==> config.mk <==
export PLATFORM = sky130hd
export DESIGN_NAME = processor_control_unit
export DESIGN_NICKNAME = d
export VERILOG_FILES = /design/src/hw/unused_placeholder_never_created.sv /design/src/hw/processor_control_pkg.sv /design/src/hw/processor_control_unit.sv
export SDC_FILE = /design/constraint.sdc
export NUM_CORES = 1
export LEC_CHECK = 0
export BUFFER_PORTS_ARGS = -buffer_cell sky130_fd_sc_hd__buf_2
export CELL_PAD_IN_SITES_DETAIL_PLACEMENT = 0
export CELL_PAD_IN_SITES_GLOBAL_PLACEMENT = 1
export CORE_UTILIZATION = 45
export CTS_BUF_LIST = sky130_fd_sc_hd__clkbuf_2
export DETAILED_ROUTE_END_ITERATION = 8
export GPL_TIMING_DRIVEN = 1
export PLACE_DENSITY_LB_ADDON = 0.15
export SLEW_MARGIN = 10
export SYNTH_ARGS = -nofsm -noshare
export SYNTH_HDL_FRONTEND = slang
export SYNTH_SLANG_ARGS = --single-unit
==> constraint.sdc <==
create_clock -name i_core_clk -period 4.7 [get_ports i_core_clk]
set_input_delay 0.47 -clock i_core_clk [delete_from_list [all_inputs] [get_ports i_core_clk]]
set_output_delay 0.47 -clock i_core_clk [all_outputs]
set_load 0.01 [all_outputs]
==> src/hw/unused_placeholder_never_created.sv <==
`default_nettype none
`default_nettype wire

==> src/hw/processor_control_pkg.sv <==
/*
  Constants shared by the processor control unit: register map, command word
  layout, status bit positions, operation codes, states and clock adjustments.
  Assumes a 32-bit Avalon-MM slave with byte addresses on a 5-bit address.
*/
`default_nettype none
package processor_control_pkg;
  localparam int ADDR_W = 5;
  localparam int DATA_W = 32;

  // register byte offsets
  localparam logic [4:0] OFF_CMD = 5'h00;
  localparam logic [4:0] OFF_STATUS = 5'h04;
  localparam logic [4:0] OFF_CLOCKS = 5'h08;
  localparam logic [4:0] OFF_RESULT = 5'h0C;
  localparam logic [4:0] OFF_BRANCH_BASE = 5'h10;
  localparam logic [4:0] OFF_PORT_POINTER = 5'h14;
  localparam logic [4:0] OFF_COUNT_BYTE = 5'h18;
  localparam logic [4:0] OFF_HAND_OFF_CAP = 5'h1C;

  // command word fields
  localparam int CMD_OP_LSB = 0;
  localparam int CMD_SEL_BIT = 4;
  localparam int CMD_WORD_BIT = 5;
  localparam int CMD_ODD_BIT = 6;
  localparam int CMD_XFER_BIT = 7;
  localparam int CMD_IMM_LSB = 8;
  localparam int CMD_BASE_LSB = 16;
  localparam int CMD_EA_LSB = 24;
  localparam int CMD_TRN_LSB = 28;

  // status word fields
  localparam int ST_CARRY = 0;
  localparam int ST_STEP = 1;
  localparam int ST_IE = 2;
  localparam int ST_HALT = 3;
  localparam int ST_WAIT = 4;
  localparam int ST_LOCK = 5;
  localparam int ST_BUSY = 6;
  localparam int ST_SHADOW = 7;
  localparam int ST_NMI_PEND = 8;
  localparam int ST_LOCK_PEND = 9;
  localparam int ST_STATE_LSB = 12;

  // reset values
  localparam logic [31:0] CMD_RST = 32'h0000_0000;
  localparam logic [15:0] WORD16_RST = 16'h0000;
  localparam logic [7:0] BYTE_RST = 8'h00;
  localparam logic [5:0] OPC6_RST = 6'h00;

  // clock adjustments and constant shift count
  localparam logic [15:0] WORD_PENALTY_CLKS = 16'h0004;
  localparam logic [15:0] STALL_CLKS = 16'h0001;
  localparam logic [15:0] SHIFT_ONE = 16'h0001;

  typedef enum logic [3:0] {
    no_operation_op = 4'h0,
    set_carry_op = 4'h1,
    clear_carry_op = 4'h2,
    shift_count_op = 4'h3,
    set_string_step_op = 4'h4,
    clear_string_step_op = 4'h5,
    set_int_enable_op = 4'h6,
    clear_int_enable_op = 4'h7,
    halt_op = 4'h8,
    wait_test_op = 4'h9,
    coproc_hand_off_op = 4'hA,
    lock_prefix_op = 4'hB,
    soft_int_op = 4'hC,
    generic_op = 4'hD,
    short_branch_op = 4'hE,
    port_select_op = 4'hF
  } op_t;

  typedef enum logic [2:0] {
    st_idle = 3'b000,
    st_exec = 3'b001,
    st_opnd_stall = 3'b010,
    st_opnd_req = 3'b011,
    st_halt = 3'b100,
    st_wait = 3'b101
  } state_t;
endpackage
`default_nettype wire

==> src/hw/processor_control_unit.sv <==
/*
  Processor control instruction unit: flag operations, halt, wait on test,
  coprocessor hand-off, bus lock prefix, no-operation, operand range forming
  and per-instruction clock count. Commands arrive over an Avalon-MM slave.
  Assumes all pin inputs are synchronous to i_core_clk and that the operand
  bus answers each request with a one-cycle i_opnd_ack.
*/
// The Avalon-MM interface to the registers and the register addresses were chosen for this implementation.
`timescale 1ns/100ps
`default_nettype none

// Summary of operation
// - set_carry_op sets carry flag, other flags untouched.
// - clear_string_step_op clears step flag; string indexes then increment.
// - set_string_step_op sets step flag; string indexes then decrement.
// - clear_int_enable_op clears interrupt enable; maskable requests then ignored.
// - non-maskable and software interrupts are served regardless of enable.
// - set_int_enable_op sets interrupt enable, allowing maskable requests.
// - after enabling, maskable interrupt waits until the next instruction finishes.
// - halt_op halts; exit on reset, non-maskable, or enabled maskable request.
// - wait instruction holds while test input inactive, flags untouched.
// - hand-off carries 6-bit external opcode 0-63, visible when fetched.
// - hand-off register source does nothing; memory source read and discarded.
// - one-byte lock prefix asserts bus lock through next instruction, max mode.
// - no_operation_op does nothing and changes no flag.
// - control-transfer clock counts include queue refill and target fetch.
// - 16-bit bus: odd-address word reference adds four clocks.
// - 8-bit bus: every 16-bit memory reference adds four clocks, stack included.
// - operand need during started fetch stalls at most one clock.
// - queue full means bus idle, so operand access has no wait.
// - short branch target is end address plus signed byte, -128..+127.
// - port number is immediate 0-255 or port pointer register 0-64k.
// - shift count is constant 1 or count byte register 0-255.
// - software interrupt type is an immediate 0-255.
module processor_control_unit #(
  parameter bit BUS_16 = 1'b1,
  parameter logic [15:0] REFILL_CLKS = 16'h0008,
  parameter logic [7:0] NMI_TYPE = 8'h02
) (
  input wire logic i_core_clk,
  input wire logic i_nrst,
  input wire logic [4:0] i_avs_address,
  input wire logic i_avs_read,
  input wire logic i_avs_write,
  input wire logic [31:0] i_avs_writedata,
  input wire logic [3:0] i_avs_byteenable,
  output logic [31:0] o_avs_readdata,
  output logic o_avs_waitrequest,
  input wire logic i_max_mode,
  input wire logic i_test_n,
  input wire logic i_maskable_irq,
  input wire logic [7:0] i_maskable_irq_type,
  input wire logic i_nonmaskable_irq,
  input wire logic i_fetch_busy,
  input wire logic i_queue_full,
  input wire logic i_opnd_ack,
  input wire logic [15:0] i_opnd_data,
  output logic o_opnd_req,
  output logic o_fetch_en,
  output logic o_bus_lock,
  output logic o_int_take,
  output logic o_int_ack,
  output logic [7:0] o_int_type,
  output logic o_esc_strobe,
  output logic [5:0] o_esc_opcode,
  output logic o_carry_flag,
  output logic o_string_step_flag,
  output logic o_int_enable_flag,
  output logic o_halted,
  output logic o_insn_done
);
  processor_control_pkg::state_t state_r;
  processor_control_pkg::state_t state_nxt;
  processor_control_pkg::op_t op;
  logic [31:0] cmd_r;
  logic [31:0] cmd_nxt;
  logic [7:0] imm;
  logic mem_sel;
  logic cmd_hit;
  logic cmd_acc;
  logic reg_wr;
  logic [15:0] clocks_r;
  logic [15:0] result_r;
  logic [15:0] branch_base_r;
  logic [15:0] port_pointer_r;
  logic [7:0] count_byte_r;
  logic [15:0] hand_off_data_r;
  logic carry_r;
  logic step_r;
  logic ie_r;
  logic shadow_r;
  logic nmi_q_r;
  logic nmi_pend_r;
  logic lock_pend_r;
  logic lock_act_r;
  logic rd_pend_r;
  logic [31:0] rd_mux;
  logic [31:0] status_w;
  logic int_now;
  logic int_nmi;
  logic int_mask;
  logic int_soft;
  logic done;
  logic needs_opnd;

  // merges a bus write into a word honouring byte enables
  function automatic logic [31:0] be_merge(input logic [31:0] old_w,
                                           input logic [31:0] new_w,
                                           input logic [3:0] be);
    logic [31:0] res;
    res = old_w;
    for (int b = 0; b < 4; b++) begin
      if (be[b]) begin
        res[b*8 +: 8] = new_w[b*8 +: 8];
      end
    end
    return res;
  endfunction

  // clock count from base, address calculation, word penalty and refill
  function automatic logic [15:0] static_clks(input logic [31:0] w);
    logic [15:0] pen;
    logic hit;
    logic [15:0] trn;
    hit = w[processor_control_pkg::CMD_SEL_BIT] &
          (BUS_16 ? (w[processor_control_pkg::CMD_WORD_BIT] &
                     w[processor_control_pkg::CMD_ODD_BIT])
                  : w[processor_control_pkg::CMD_WORD_BIT]);
    trn = {13'h0000, w[processor_control_pkg::CMD_TRN_LSB +: 3]};
    pen = hit ? 16'(trn * processor_control_pkg::WORD_PENALTY_CLKS) : 16'h0000;
    return 16'({8'h00, w[processor_control_pkg::CMD_BASE_LSB +: 8]}
               + {12'h000, w[processor_control_pkg::CMD_EA_LSB +: 4]} + pen
               + (w[processor_control_pkg::CMD_XFER_BIT] ? REFILL_CLKS : 16'h0000));
  endfunction

  // command word decode
  assign op = processor_control_pkg::op_t'(cmd_r[processor_control_pkg::CMD_OP_LSB +: 4]);
  assign imm = cmd_r[processor_control_pkg::CMD_IMM_LSB +: 8];
  assign mem_sel = cmd_r[processor_control_pkg::CMD_SEL_BIT];
  assign needs_opnd = mem_sel & ((op == processor_control_pkg::coproc_hand_off_op) |
                                 (op == processor_control_pkg::generic_op));

  // interrupt recognition at instruction boundaries and in halt
  assign int_nmi = nmi_pend_r;
  assign int_mask = i_maskable_irq & ie_r & ~shadow_r;
  assign int_soft = (state_r == processor_control_pkg::st_exec) &
                    (op == processor_control_pkg::soft_int_op);
  assign int_now = int_soft |
                   (((state_r == processor_control_pkg::st_idle) |
                     (state_r == processor_control_pkg::st_halt)) & (int_nmi | int_mask));

  // bus slave handshake: reads take two cycles, command writes stall while busy
  assign cmd_hit = i_avs_write & (i_avs_address == processor_control_pkg::OFF_CMD);
  assign o_avs_waitrequest = (i_avs_read & ~rd_pend_r) |
                             (cmd_hit & ((state_r != processor_control_pkg::st_idle) | int_now));
  assign cmd_acc = cmd_hit & ~o_avs_waitrequest;
  assign reg_wr = i_avs_write & ~o_avs_waitrequest;
  assign cmd_nxt = be_merge(cmd_r, i_avs_writedata, i_avs_byteenable);

  // instruction completion
  always_comb begin
    done = 1'b0;
    case (state_r)
      processor_control_pkg::st_exec: begin
        done = ~needs_opnd & (op != processor_control_pkg::wait_test_op);
      end
      processor_control_pkg::st_opnd_req: begin
        done = i_opnd_ack;
      end
      processor_control_pkg::st_wait: begin
        done = ~i_test_n;
      end
      default: begin
        done = 1'b0;
      end
    endcase
  end

  // sequencer
  always_comb begin
    state_nxt = state_r;
    case (state_r)
      processor_control_pkg::st_idle: begin
        if (cmd_acc) begin
          state_nxt = processor_control_pkg::st_exec;
        end
      end
      processor_control_pkg::st_exec: begin
        if (op == processor_control_pkg::halt_op) begin
          state_nxt = processor_control_pkg::st_halt;
        end else if (op == processor_control_pkg::wait_test_op) begin
          state_nxt = processor_control_pkg::st_wait;
        end else if (needs_opnd) begin
          if (i_fetch_busy & ~i_queue_full) begin
            state_nxt = processor_control_pkg::st_opnd_stall;
          end else begin
            state_nxt = processor_control_pkg::st_opnd_req;
          end
        end else begin
          state_nxt = processor_control_pkg::st_idle;
        end
      end
      processor_control_pkg::st_opnd_stall: begin
        state_nxt = processor_control_pkg::st_opnd_req;
      end
      processor_control_pkg::st_opnd_req: begin
        if (i_opnd_ack) begin
          state_nxt = processor_control_pkg::st_idle;
        end
      end
      processor_control_pkg::st_halt: begin
        if (int_nmi | (i_maskable_irq & ie_r)) begin
          state_nxt = processor_control_pkg::st_idle;
        end
      end
      processor_control_pkg::st_wait: begin
        if (~i_test_n) begin
          state_nxt = processor_control_pkg::st_idle;
        end
      end
      default: begin
        state_nxt = processor_control_pkg::st_idle;
      end
    endcase
  end

  // state register
  always_ff @(posedge i_core_clk or negedge i_nrst) begin
    if (!i_nrst) begin
      state_r <= processor_control_pkg::st_idle;
    end else begin
      state_r <= state_nxt;
    end
  end

  // command word and clock count of the instruction in progress
  always_ff @(posedge i_core_clk or negedge i_nrst) begin
    if (!i_nrst) begin
      cmd_r <= processor_control_pkg::CMD_RST;
      clocks_r <= processor_control_pkg::WORD16_RST;
    end else if (cmd_acc) begin
      cmd_r <= cmd_nxt;
      clocks_r <= static_clks(cmd_nxt);
    end else if (state_r == processor_control_pkg::st_opnd_stall) begin
      clocks_r <= clocks_r + processor_control_pkg::STALL_CLKS;
    end
  end

  // flags: only the flag operations and interrupt entry touch them
  always_ff @(posedge i_core_clk or negedge i_nrst) begin
    if (!i_nrst) begin
      carry_r <= 1'b0;
      step_r <= 1'b0;
      ie_r <= 1'b0;
    end else if (int_now) begin
      ie_r <= 1'b0;
    end else if (state_r == processor_control_pkg::st_exec) begin
      case (op)
        processor_control_pkg::set_carry_op: carry_r <= 1'b1;
        processor_control_pkg::clear_carry_op: carry_r <= 1'b0;
        processor_control_pkg::set_string_step_op: step_r <= 1'b1;
        processor_control_pkg::clear_string_step_op: step_r <= 1'b0;
        processor_control_pkg::set_int_enable_op: ie_r <= 1'b1;
        processor_control_pkg::clear_int_enable_op: ie_r <= 1'b0;
        default: begin
          carry_r <= carry_r;
        end
      endcase
    end
  end

  // one-instruction shadow after enabling interrupts
  always_ff @(posedge i_core_clk or negedge i_nrst) begin
    if (!i_nrst) begin
      shadow_r <= 1'b0;
    end else if ((state_r == processor_control_pkg::st_exec) &
                 (op == processor_control_pkg::set_int_enable_op)) begin
      shadow_r <= 1'b1;
    end else if (done) begin
      shadow_r <= 1'b0;
    end
  end

  // non-maskable request latch, set wins over clear
  always_ff @(posedge i_core_clk or negedge i_nrst) begin
    if (!i_nrst) begin
      nmi_q_r <= 1'b0;
      nmi_pend_r <= 1'b0;
    end else begin
      nmi_q_r <= i_nonmaskable_irq;
      if (i_nonmaskable_irq & ~nmi_q_r) begin
        nmi_pend_r <= 1'b1;
      end else if (int_now & ~int_soft) begin
        nmi_pend_r <= 1'b0;
      end
    end
  end

  // interrupt entry outputs: nmi first, then maskable, software from command
  always_ff @(posedge i_core_clk or negedge i_nrst) begin
    if (!i_nrst) begin
      o_int_take <= 1'b0;
      o_int_ack <= 1'b0;
      o_int_type <= processor_control_pkg::BYTE_RST;
    end else begin
      o_int_take <= int_now;
      o_int_ack <= int_now & ~int_soft & ~int_nmi;
      if (int_soft) begin
        o_int_type <= imm;
      end else if (int_now & int_nmi) begin
        o_int_type <= NMI_TYPE;
      end else if (int_now) begin
        o_int_type <= i_maskable_irq_type;
      end
    end
  end

  // lock prefix: armed by the prefix, held across the next instruction
  always_ff @(posedge i_core_clk or negedge i_nrst) begin
    if (!i_nrst) begin
      lock_pend_r <= 1'b0;
      lock_act_r <= 1'b0;
    end else begin
      if ((state_r == processor_control_pkg::st_exec) &
          (op == processor_control_pkg::lock_prefix_op)) begin
        lock_pend_r <= i_max_mode;
        lock_act_r <= 1'b0;
      end else if (cmd_acc & lock_pend_r) begin
        lock_pend_r <= 1'b0;
        lock_act_r <= 1'b1;
      end else if (done) begin
        lock_act_r <= 1'b0;
      end
    end
  end

  // coprocessor hand-off: opcode strobe and discarded operand capture
  always_ff @(posedge i_core_clk or negedge i_nrst) begin
    if (!i_nrst) begin
      o_esc_strobe <= 1'b0;
      o_esc_opcode <= processor_control_pkg::OPC6_RST;
      hand_off_data_r <= processor_control_pkg::WORD16_RST;
    end else begin
      o_esc_strobe <= cmd_acc & (cmd_nxt[processor_control_pkg::CMD_OP_LSB +: 4] ==
                                 processor_control_pkg::coproc_hand_off_op);
      if (cmd_acc & (cmd_nxt[processor_control_pkg::CMD_OP_LSB +: 4] ==
                     processor_control_pkg::coproc_hand_off_op)) begin
        o_esc_opcode <= cmd_nxt[processor_control_pkg::CMD_IMM_LSB +: 6];
      end
      if ((state_r == processor_control_pkg::st_opnd_req) & i_opnd_ack &
          (op == processor_control_pkg::coproc_hand_off_op)) begin
        hand_off_data_r <= i_opnd_data;
      end
    end
  end

  // operand forming: branch target, port number, shift count
  always_ff @(posedge i_core_clk or negedge i_nrst) begin
    if (!i_nrst) begin
      result_r <= processor_control_pkg::WORD16_RST;
    end else if (state_r == processor_control_pkg::st_exec) begin
      case (op)
        processor_control_pkg::short_branch_op: begin
          result_r <= branch_base_r + {{8{imm[7]}}, imm};
        end
        processor_control_pkg::port_select_op: begin
          result_r <= mem_sel ? port_pointer_r : {8'h00, imm};
        end
        processor_control_pkg::shift_count_op: begin
          result_r <= mem_sel ? {8'h00, count_byte_r} : processor_control_pkg::SHIFT_ONE;
        end
        default: begin
          result_r <= result_r;
        end
      endcase
    end
  end

  // software-written operand registers
  always_ff @(posedge i_core_clk or negedge i_nrst) begin
    if (!i_nrst) begin
      branch_base_r <= processor_control_pkg::WORD16_RST;
      port_pointer_r <= processor_control_pkg::WORD16_RST;
      count_byte_r <= processor_control_pkg::BYTE_RST;
    end else if (reg_wr) begin
      case (i_avs_address)
        processor_control_pkg::OFF_BRANCH_BASE: begin
          branch_base_r <= 16'(be_merge({16'h0000, branch_base_r}, i_avs_writedata,
                                        i_avs_byteenable));
        end
        processor_control_pkg::OFF_PORT_POINTER: begin
          port_pointer_r <= 16'(be_merge({16'h0000, port_pointer_r}, i_avs_writedata,
                                         i_avs_byteenable));
        end
        processor_control_pkg::OFF_COUNT_BYTE: begin
          if (i_avs_byteenable[0]) begin
            count_byte_r <= i_avs_writedata[7:0];
          end
        end
        default: begin
          count_byte_r <= count_byte_r;
        end
      endcase
    end
  end

  // status image
  always_comb begin
    status_w = 32'h0000_0000;
    status_w[processor_control_pkg::ST_CARRY] = carry_r;
    status_w[processor_control_pkg::ST_STEP] = step_r;
    status_w[processor_control_pkg::ST_IE] = ie_r;
    status_w[processor_control_pkg::ST_HALT] = (state_r == processor_control_pkg::st_halt);
    status_w[processor_control_pkg::ST_WAIT] = (state_r == processor_control_pkg::st_wait);
    status_w[processor_control_pkg::ST_LOCK] = lock_act_r;
    status_w[processor_control_pkg::ST_BUSY] = (state_r != processor_control_pkg::st_idle);
    status_w[processor_control_pkg::ST_SHADOW] = shadow_r;
    status_w[processor_control_pkg::ST_NMI_PEND] = nmi_pend_r;
    status_w[processor_control_pkg::ST_LOCK_PEND] = lock_pend_r;
    status_w[processor_control_pkg::ST_STATE_LSB +: 3] = state_r;
  end

  // read mux; unmapped offsets read zero
  always_comb begin
    case (i_avs_address)
      processor_control_pkg::OFF_CMD: rd_mux = cmd_r;
      processor_control_pkg::OFF_STATUS: rd_mux = status_w;
      processor_control_pkg::OFF_CLOCKS: rd_mux = {16'h0000, clocks_r};
      processor_control_pkg::OFF_RESULT: rd_mux = {16'h0000, result_r};
      processor_control_pkg::OFF_BRANCH_BASE: rd_mux = {16'h0000, branch_base_r};
      processor_control_pkg::OFF_PORT_POINTER: rd_mux = {16'h0000, port_pointer_r};
      processor_control_pkg::OFF_COUNT_BYTE: rd_mux = {24'h000000, count_byte_r};
      processor_control_pkg::OFF_HAND_OFF_CAP: rd_mux = {hand_off_data_r, 10'h000, o_esc_opcode};
      default: rd_mux = 32'h0000_0000;
    endcase
  end

  // registered read data, answered on the second cycle of a read
  always_ff @(posedge i_core_clk or negedge i_nrst) begin
    if (!i_nrst) begin
      rd_pend_r <= 1'b0;
      o_avs_readdata <= 32'h0000_0000;
    end else begin
      rd_pend_r <= i_avs_read & ~rd_pend_r;
      if (i_avs_read & ~rd_pend_r) begin
        o_avs_readdata <= rd_mux;
      end
    end
  end

  // pin-level outputs
  assign o_opnd_req = (state_r == processor_control_pkg::st_opnd_req);
  assign o_fetch_en = (state_r != processor_control_pkg::st_halt);
  assign o_bus_lock = lock_act_r;
  assign o_carry_flag = carry_r;
  assign o_string_step_flag = step_r;
  assign o_int_enable_flag = ie_r;
  assign o_halted = (state_r == processor_control_pkg::st_halt);
  assign o_insn_done = done;
endmodule // processor_control_unit
`default_nettype wire

Word level (Yosys, flattened, before mapping)
Index checks and enable logic that the tools add are counted.
{ "word_totals": {"reg_bits": 181, "inputBits": 76, "out_inout_bits": 58, "elab_cells": 171} }
{ "classes": {"addsub": 5, "n_eq_ne": 34, "muxes": 38, "bitwise": 41, "n_reduce_logical": 26} }
{ "ops": {"columns": ["cell", "n"], "rows": [
  ["32-bit case mux with 8 select lines", 1],
  ["16-bit 2-to-1 mux", 3],
  ["8-bit 2-to-1 mux", 6],
  ["16-bit case mux with 3 select lines", 1],
  ["4-bit == test (second input constant)", 9],
  ["1-bit AND", 24],
  ["3-bit 2-to-1 mux", 7],
  ["3-bit AND reduction", 7],
  ["5-bit == test (second input constant)", 4],
  ["3-bit case mux with 6 select lines", 1],
  ["16-bit by 1-bit adder with 16-bit output (second input constant)", 1],
  ["16-bit adder", 1],
  ["4-bit by 3-bit == test with 1-bit output (second input constant)", 4],
  ["3-bit nonzero test", 5],
  ["2-bit nonzero test", 7],
  ["10-bit by 4-bit adder with 11-bit output", 1],
  ["1-bit 2-to-1 mux", 11],
  ["9-bit by 5-bit adder with 10-bit output", 1],
  ["5-bit by 4-bit == test with 1-bit output (second input constant)", 2],
  ["1-bit NOT", 10],
  ["8-bit by 4-bit adder with 9-bit output", 1],
  ["4-bit by 2-bit == test with 1-bit output (second input constant)", 2],
  ["2-bit AND reduction", 4],
  ["7-bit 2-to-1 mux", 1],
  ["other kinds (18)", 30]
]} }

Depth between registers and ports, before layout
{ "logic_depth": {"ltp_word": 13, "depth_mapped": 15, "ltp_nobuf": 14} }

Worst setup path before layout
No wires, ideal clock.
{ "synth_timing": {"kind": "in2reg", "startpoint": "in i_avs_byteenable[0]", "endpoint": "reg clocks_r[8]", "setup_time_ns": 0.138, "arrival_time_ns": 3.250, "t_required_ns": 4.562, "path_slack_ns": 1.312, "stages": 13, "n_path_buf": 1, "cell_sequence": "clkbuf_1 -> a41oi_1 -> or2_2 -> fa_1 -> inv_1 -> ha_1 -> ha_1 -> fa_1 -> a21o_1 -> a21oi_1 -> nor2b_1 -> o21ai_0 -> o22ai_1"} }
{ "synth_via": {"elab_chain_cells": 7, "word_cells_on_any_way": 8, "cone_classes": "2 x add/sub; 4 x mux; 2 x bitwise"} }
{ "synth_rtl": {"columns": ["item", "line", "text"], "rows": [
  ["start, declared", "processor_control_unit.sv:46", "input wire logic [3:0] i_avs_byteenable,"],
  ["8-bit 2-to-1 mux (*)", "processor_control_unit.sv:113", "if (be[b]) begin"],
  ["1-bit AND", "processor_control_unit.sv:126", "(BUS_16 ? (w[processor_control_pkg::CMD_WORD_BIT] &"],
  ["1-bit AND", "processor_control_unit.sv:125", "hit = w[processor_control_pkg::CMD_SEL_BIT] &"],
  ["5-bit 2-to-1 mux", "processor_control_unit.sv:130", "pen = hit ? 16'(trn * processor_control_pkg::WORD_PENALTY_CLKS) : 16'h0000;"],
  ["9-bit by 5-bit adder with 10-bit output", "processor_control_unit.sv:132", "+ {12'h000, w[processor_control_pkg::CMD_EA_LSB +: 4]} + pen"],
  ["10-bit by 4-bit adder with 11-bit output (*)", "processor_control_unit.sv:133", "+ (w[processor_control_pkg::CMD_XFER_BIT] ? REFILL_CLKS : 16'h0000));"],
  ["16-bit 2-to-1 mux (*)", "processor_control_unit.sv:241", "end else if (cmd_acc) begin"],
  ["end signal, assigned", "processor_control_unit.sv:240", "clocks_r <= processor_control_pkg::WORD16_RST;"],
  ["end signal, assigned", "processor_control_unit.sv:243", "clocks_r <= static_clks(cmd_nxt);"],
  ["end signal, assigned", "processor_control_unit.sv:245", "clocks_r <= clocks_r + processor_control_pkg::STALL_CLKS;"],
  ["end, declared", "processor_control_unit.sv:82", "logic [15:0] clocks_r;"]
]} }
Every way passes the cells marked *; elsewhere a longest branch is shown, timed or not.
A chain may end at the register's enable or synchronous reset.

Worst setup path in the final report
{ "layout_timing": {"startpoint": "reg cmd_r[5]", "endpoint": "reg clocks_r[8]"} }
{ "layout_via": {"elab_chain_cells": 7} }
{ "layout_rtl": {"columns": ["item", "line", "text"], "rows": [
  ["start, declared", "processor_control_unit.sv:75", "logic [31:0] cmd_r;"],
  ["start signal, assigned", "processor_control_unit.sv:239", "cmd_r <= processor_control_pkg::CMD_RST;"],
  ["start signal, assigned", "processor_control_unit.sv:242", "cmd_r <= cmd_nxt;"],
  ["8-bit 2-to-1 mux", "processor_control_unit.sv:113", null],
  ["1-bit AND", "processor_control_unit.sv:126", null],
  ["1-bit AND", "processor_control_unit.sv:125", null],
  ["5-bit 2-to-1 mux", "processor_control_unit.sv:130", null],
  ["9-bit by 5-bit adder with 10-bit output", "processor_control_unit.sv:132", null],
  ["10-bit by 4-bit adder with 11-bit output", "processor_control_unit.sv:133", null],
  ["16-bit 2-to-1 mux", "processor_control_unit.sv:241", null]
]} }
No other way between the ends.

==> flow_metrics.tcl <==
set metrics [dict create \
    status "complete, but fails checks" \
    violations "design-rule violations" \
    cts_root_buffer "clkbuf_2" \
    dpl.cell_count 1289 \
    netlist_area_um2 9674 \
    htree_num_levels 4 \
    clock-sinks 181 \
    maxSlewViolCount 0 \
    io_buffers 133 \
    worst-setup-path-type "flip-flop to flip-flop" \
    postRouteAntennaNets 0 \
    area_growth_pct 16.90 \
    clk_pin_slew_ns 0.28 \
    setup_viol 0 \
    yosysSeqAreaShare_pct 46.82 \
    post-route-period-util_pct 71.69 \
    fp.dieW_um 148.6 \
    num_vias 7896 \
    synth_nets 1027 \
    max_slew_margin_pct 22.87 \
    hold_viol 0 \
    instances_no_fill 1369 \
    grt_pass1_wl_um 44970 \
    cp.arrival_ns 4.02 \
    cts_inserted_buffers 17 \
    post_drt_wl_per_cell_um 21.21 \
    drive_gt1_share_pct 26.99 \
    worst_pin_slew_ns 1.156 \
    synth_seq_cells 181 \
    cp-end-kind "flip-flop" \
    die_area_um2 22090 \
    grt_use_total_pct 27.29 \
    tns_ns 0 \
    yosys_warnings 0 \
    worstSkewPairLatency_ns 0.78 \
    dr.first_iter.drc_count 608 \
    ir_drop_v 0.0001573 \
    clock.fmax_mhz 296.8 \
    avgSynthCellArea_um2 10.54 \
    synth_flop_cell "dfrtp_1" \
    startpoint_type "flip-flop" \
    drcViolationCount 2 \
    cts_buffer_depth 2 \
    clock-skew-final_ns 0.04003 \
    overflow 0 \
    ys_async_sr_fraction_pct 100.0 \
    io_pins 134 \
    cp_data_required_time_ns 5.35 \
    grt_pass1_vias 7694 \
    p_leak_nw 5.437 \
    fin_crit_ns 3.369 \
    wl_um 29030 \
    hold_class "input pin to flip-flop" \
    dpl.hpwl_um 20610 \
    fp-row-count 53 \
    synth_edf_count 0 \
    ys_types 68 \
    power_density_nw_per_um2 309.4 \
    start_util_pct 46.02 \
    antenna_found_initial 1 \
    grt_max_degree 115 \
    final_util_pct 53.80 \
    nNetsFinal 1191 \
    cts_tree "yes" \
    gp_congestion 0.8700 \
    die_h_um 148.6 \
    rsz0062_at_grt "no" \
    core_um2 21020 \
    maxCapViolCount 0 \
    path_max_fanout 3 \
    synth_cells 918 \
    drt-vias-per-instance 5.768 \
    drtPass1Iterations 9 \
]
[path summary, 6_finish.rpt]
path | startpoint | to | slack, ns | cells past startpoint
worst max-delay path | cmd_r[5]$_DFFE_PN0P_ | clocks_r[8]$_DFFE_PN0P_ | 1.33 | 14
worst min-delay path | i_maskable_irq | state_r[2]$_DFFE_PN0P_ | 0.07 | 6
worst max register to register | cmd_r[5]$_DFFE_PN0P_ | clocks_r[8]$_DFFE_PN0P_ | 1.33 | 14
worst min register to register | o_avs_readdata[11]$_DFFE_PN0P_ | o_avs_readdata[11]$_DFFE_PN0P_ | 0.51 | 1
max in group asynchronous | i_nrst | result_r[6]$_DFFE_PN0P_ | 3.23 | 3
min in group asynchronous | i_nrst | branch_base_r[15]$_DFFE_PN0P_ | 0.34 | 2
[worst max-delay path, cell delays in order, from the launching register on]
cell	delay (ns)
dfrtp_1	0.43
nand3_1	0.09
nor2_1	0.09
a41oi_1	0.10
or2_2	0.39
fa_1	0.48
inv_1	0.04
ha_1	0.28
ha_1	0.23
fa_1	0.41
a21o_1	0.20
a21oi_1	0.22
nor2b_1	0.07
o21ai_0	0.15
o22ai_1	0.09
[state kept, by name, indices dropped and copies added, names as in the netlist, 3 cells and up]
name / count
result_r: 16
cmd_r: 32
o_avs_readdata: 32
branch_base_r: 16
hand_off_data_r: 16
state_r: 3
o_int_type: 8
clocks_r: 16
port_pointer_r: 16
o_esc_opcode: 6
count_byte_r: 8
[cells in the final DEF, fill, tap and decap left out, types with 28 or more instances in the layout]
master / synthesis / layout
dfrtp_1: 181 / 181
buf_2: 13 / 132
nand2_1: 108 / 108
mux2_2: 100 / 100
o21ai_0: 56 / 56
nor2_1: 51 / 50
a22oi_1: 50 / 50
dlygate4sd3_1: 0 / 49
a21oi_1: 36 / 36
inv_1: 28 / 28
ha_1: 28 / 28
[cell families (layout without fill, tap and decap cells)]
kind of cell	after synthesis	in the layout	synth area share [%]
xor gates and xnor gates	26	26	2.354
other	0	1	0
DFF	181	181	46.82
AOI/OAI and AO/OA	242	242	17.30
adders and majority gates	33	33	4.656
muxes	111	111	12.78
buffers and inverters	78	253	3.427
and+or+nand+nor	247	247	12.66
[cell type report]
class / instances / area [µm²]
Fill cell: 1962 / 9712
Multi-Input combinational cell: 659 / 4831
Sequential cell: 181 / 4529
Timing Repair Buffer: 195 / 1262
Tap cell: 275 / 344.1
Clock inverter: 13 / 150.1
Inverter: 28 / 105.1
Clock buffer: 17 / 85.08
Antenna cell: 1 / 2.502
[power breakdown]
| group | switching, mW | internal [mW] | total [mW] |
|---|---|---|---|
| clock | 0.582 | 0.245 | 0.827 |
| combinational | 0.403 | 0.340 | 0.743 |
| sequential | 0.209 | 1.72 | 1.93 |
[through the flow]
step | power (mW) | worst slack [ns] | hold slack (ns) | instance area (µm²)
final | 3.500 | 1.331 | 0.06593 | 11310
after global routing | 3.697 | 1.066 | 0.01689 | 11310
after CTS | 3.525 | 1.336 | 0.01825 | 11310
after detailed placement | 2.670 | 1.090 | 0.4626 | 10580
after global placement | 2.662 | 1.092 | 0.4561 | 10580
after floorplan | 2.362 | 1.312 | 0.1744 | 9674
[Yosys cell counts (3+ instances only)]
library cell / n / share of area (%)
o211ai_1: 7 / 0.54
o22ai_1: 3 / 0.19
buf_4: 6 / 0.47
mux2i_1: 11 / 1.1
nand2_1: 108 / 4.2
and3_1: 8 / 0.52
clkbuf_1: 29 / 1.1
o221ai_1: 5 / 0.45
o31ai_1: 3 / 0.23
or3_1: 3 / 0.19
nand4_1: 6 / 0.39
inv_1: 28 / 1.1
a31oi_1: 5 / 0.32
nor3_2: 3 / 0.31
o21a_1: 4 / 0.31
nor2b_1: 8 / 0.52
a21o_1: 9 / 0.70
ha_1: 28 / 3.6
nor2_1: 51 / 2.0
mux2_2: 100 / 12
xor2_1: 13 / 1.2
nor3_1: 4 / 0.21
a221oi_1: 11 / 1.0
a22o_1: 18 / 1.6
a22oi_1: 50 / 3.9
nor2_2: 4 / 0.26
dfrtp_1: 181 / 47
a21oi_1: 36 / 1.9
buf_2: 13 / 0.67
fa_1: 5 / 1.0
nand3b_1: 3 / 0.23
nand3_1: 20 / 1.0
nand2b_1: 7 / 0.45
xnor2_1: 13 / 1.2
and2_1: 3 / 0.19
a222oi_1: 14 / 1.4
o21ai_0: 56 / 2.9
[per-layer routing]
metal / share of wire, % / vias up / GRT usage, %
met3: 6.3 / 27 / 5.000
met5: 0 / - / 0
li1: - / 3711 / -
met1: 46 / 3891 / 39.57
met2: 46 / 267 / 42.31
met4: 1.3 / 0 / 6.031
[what timing repair did]
action	in CTS	in global routing
resized for setup	0	0
setup buffers	0	0
hold buffers	49	0
endpoints found under the hold margin	198	0
(Power assumes the default switching activity.)
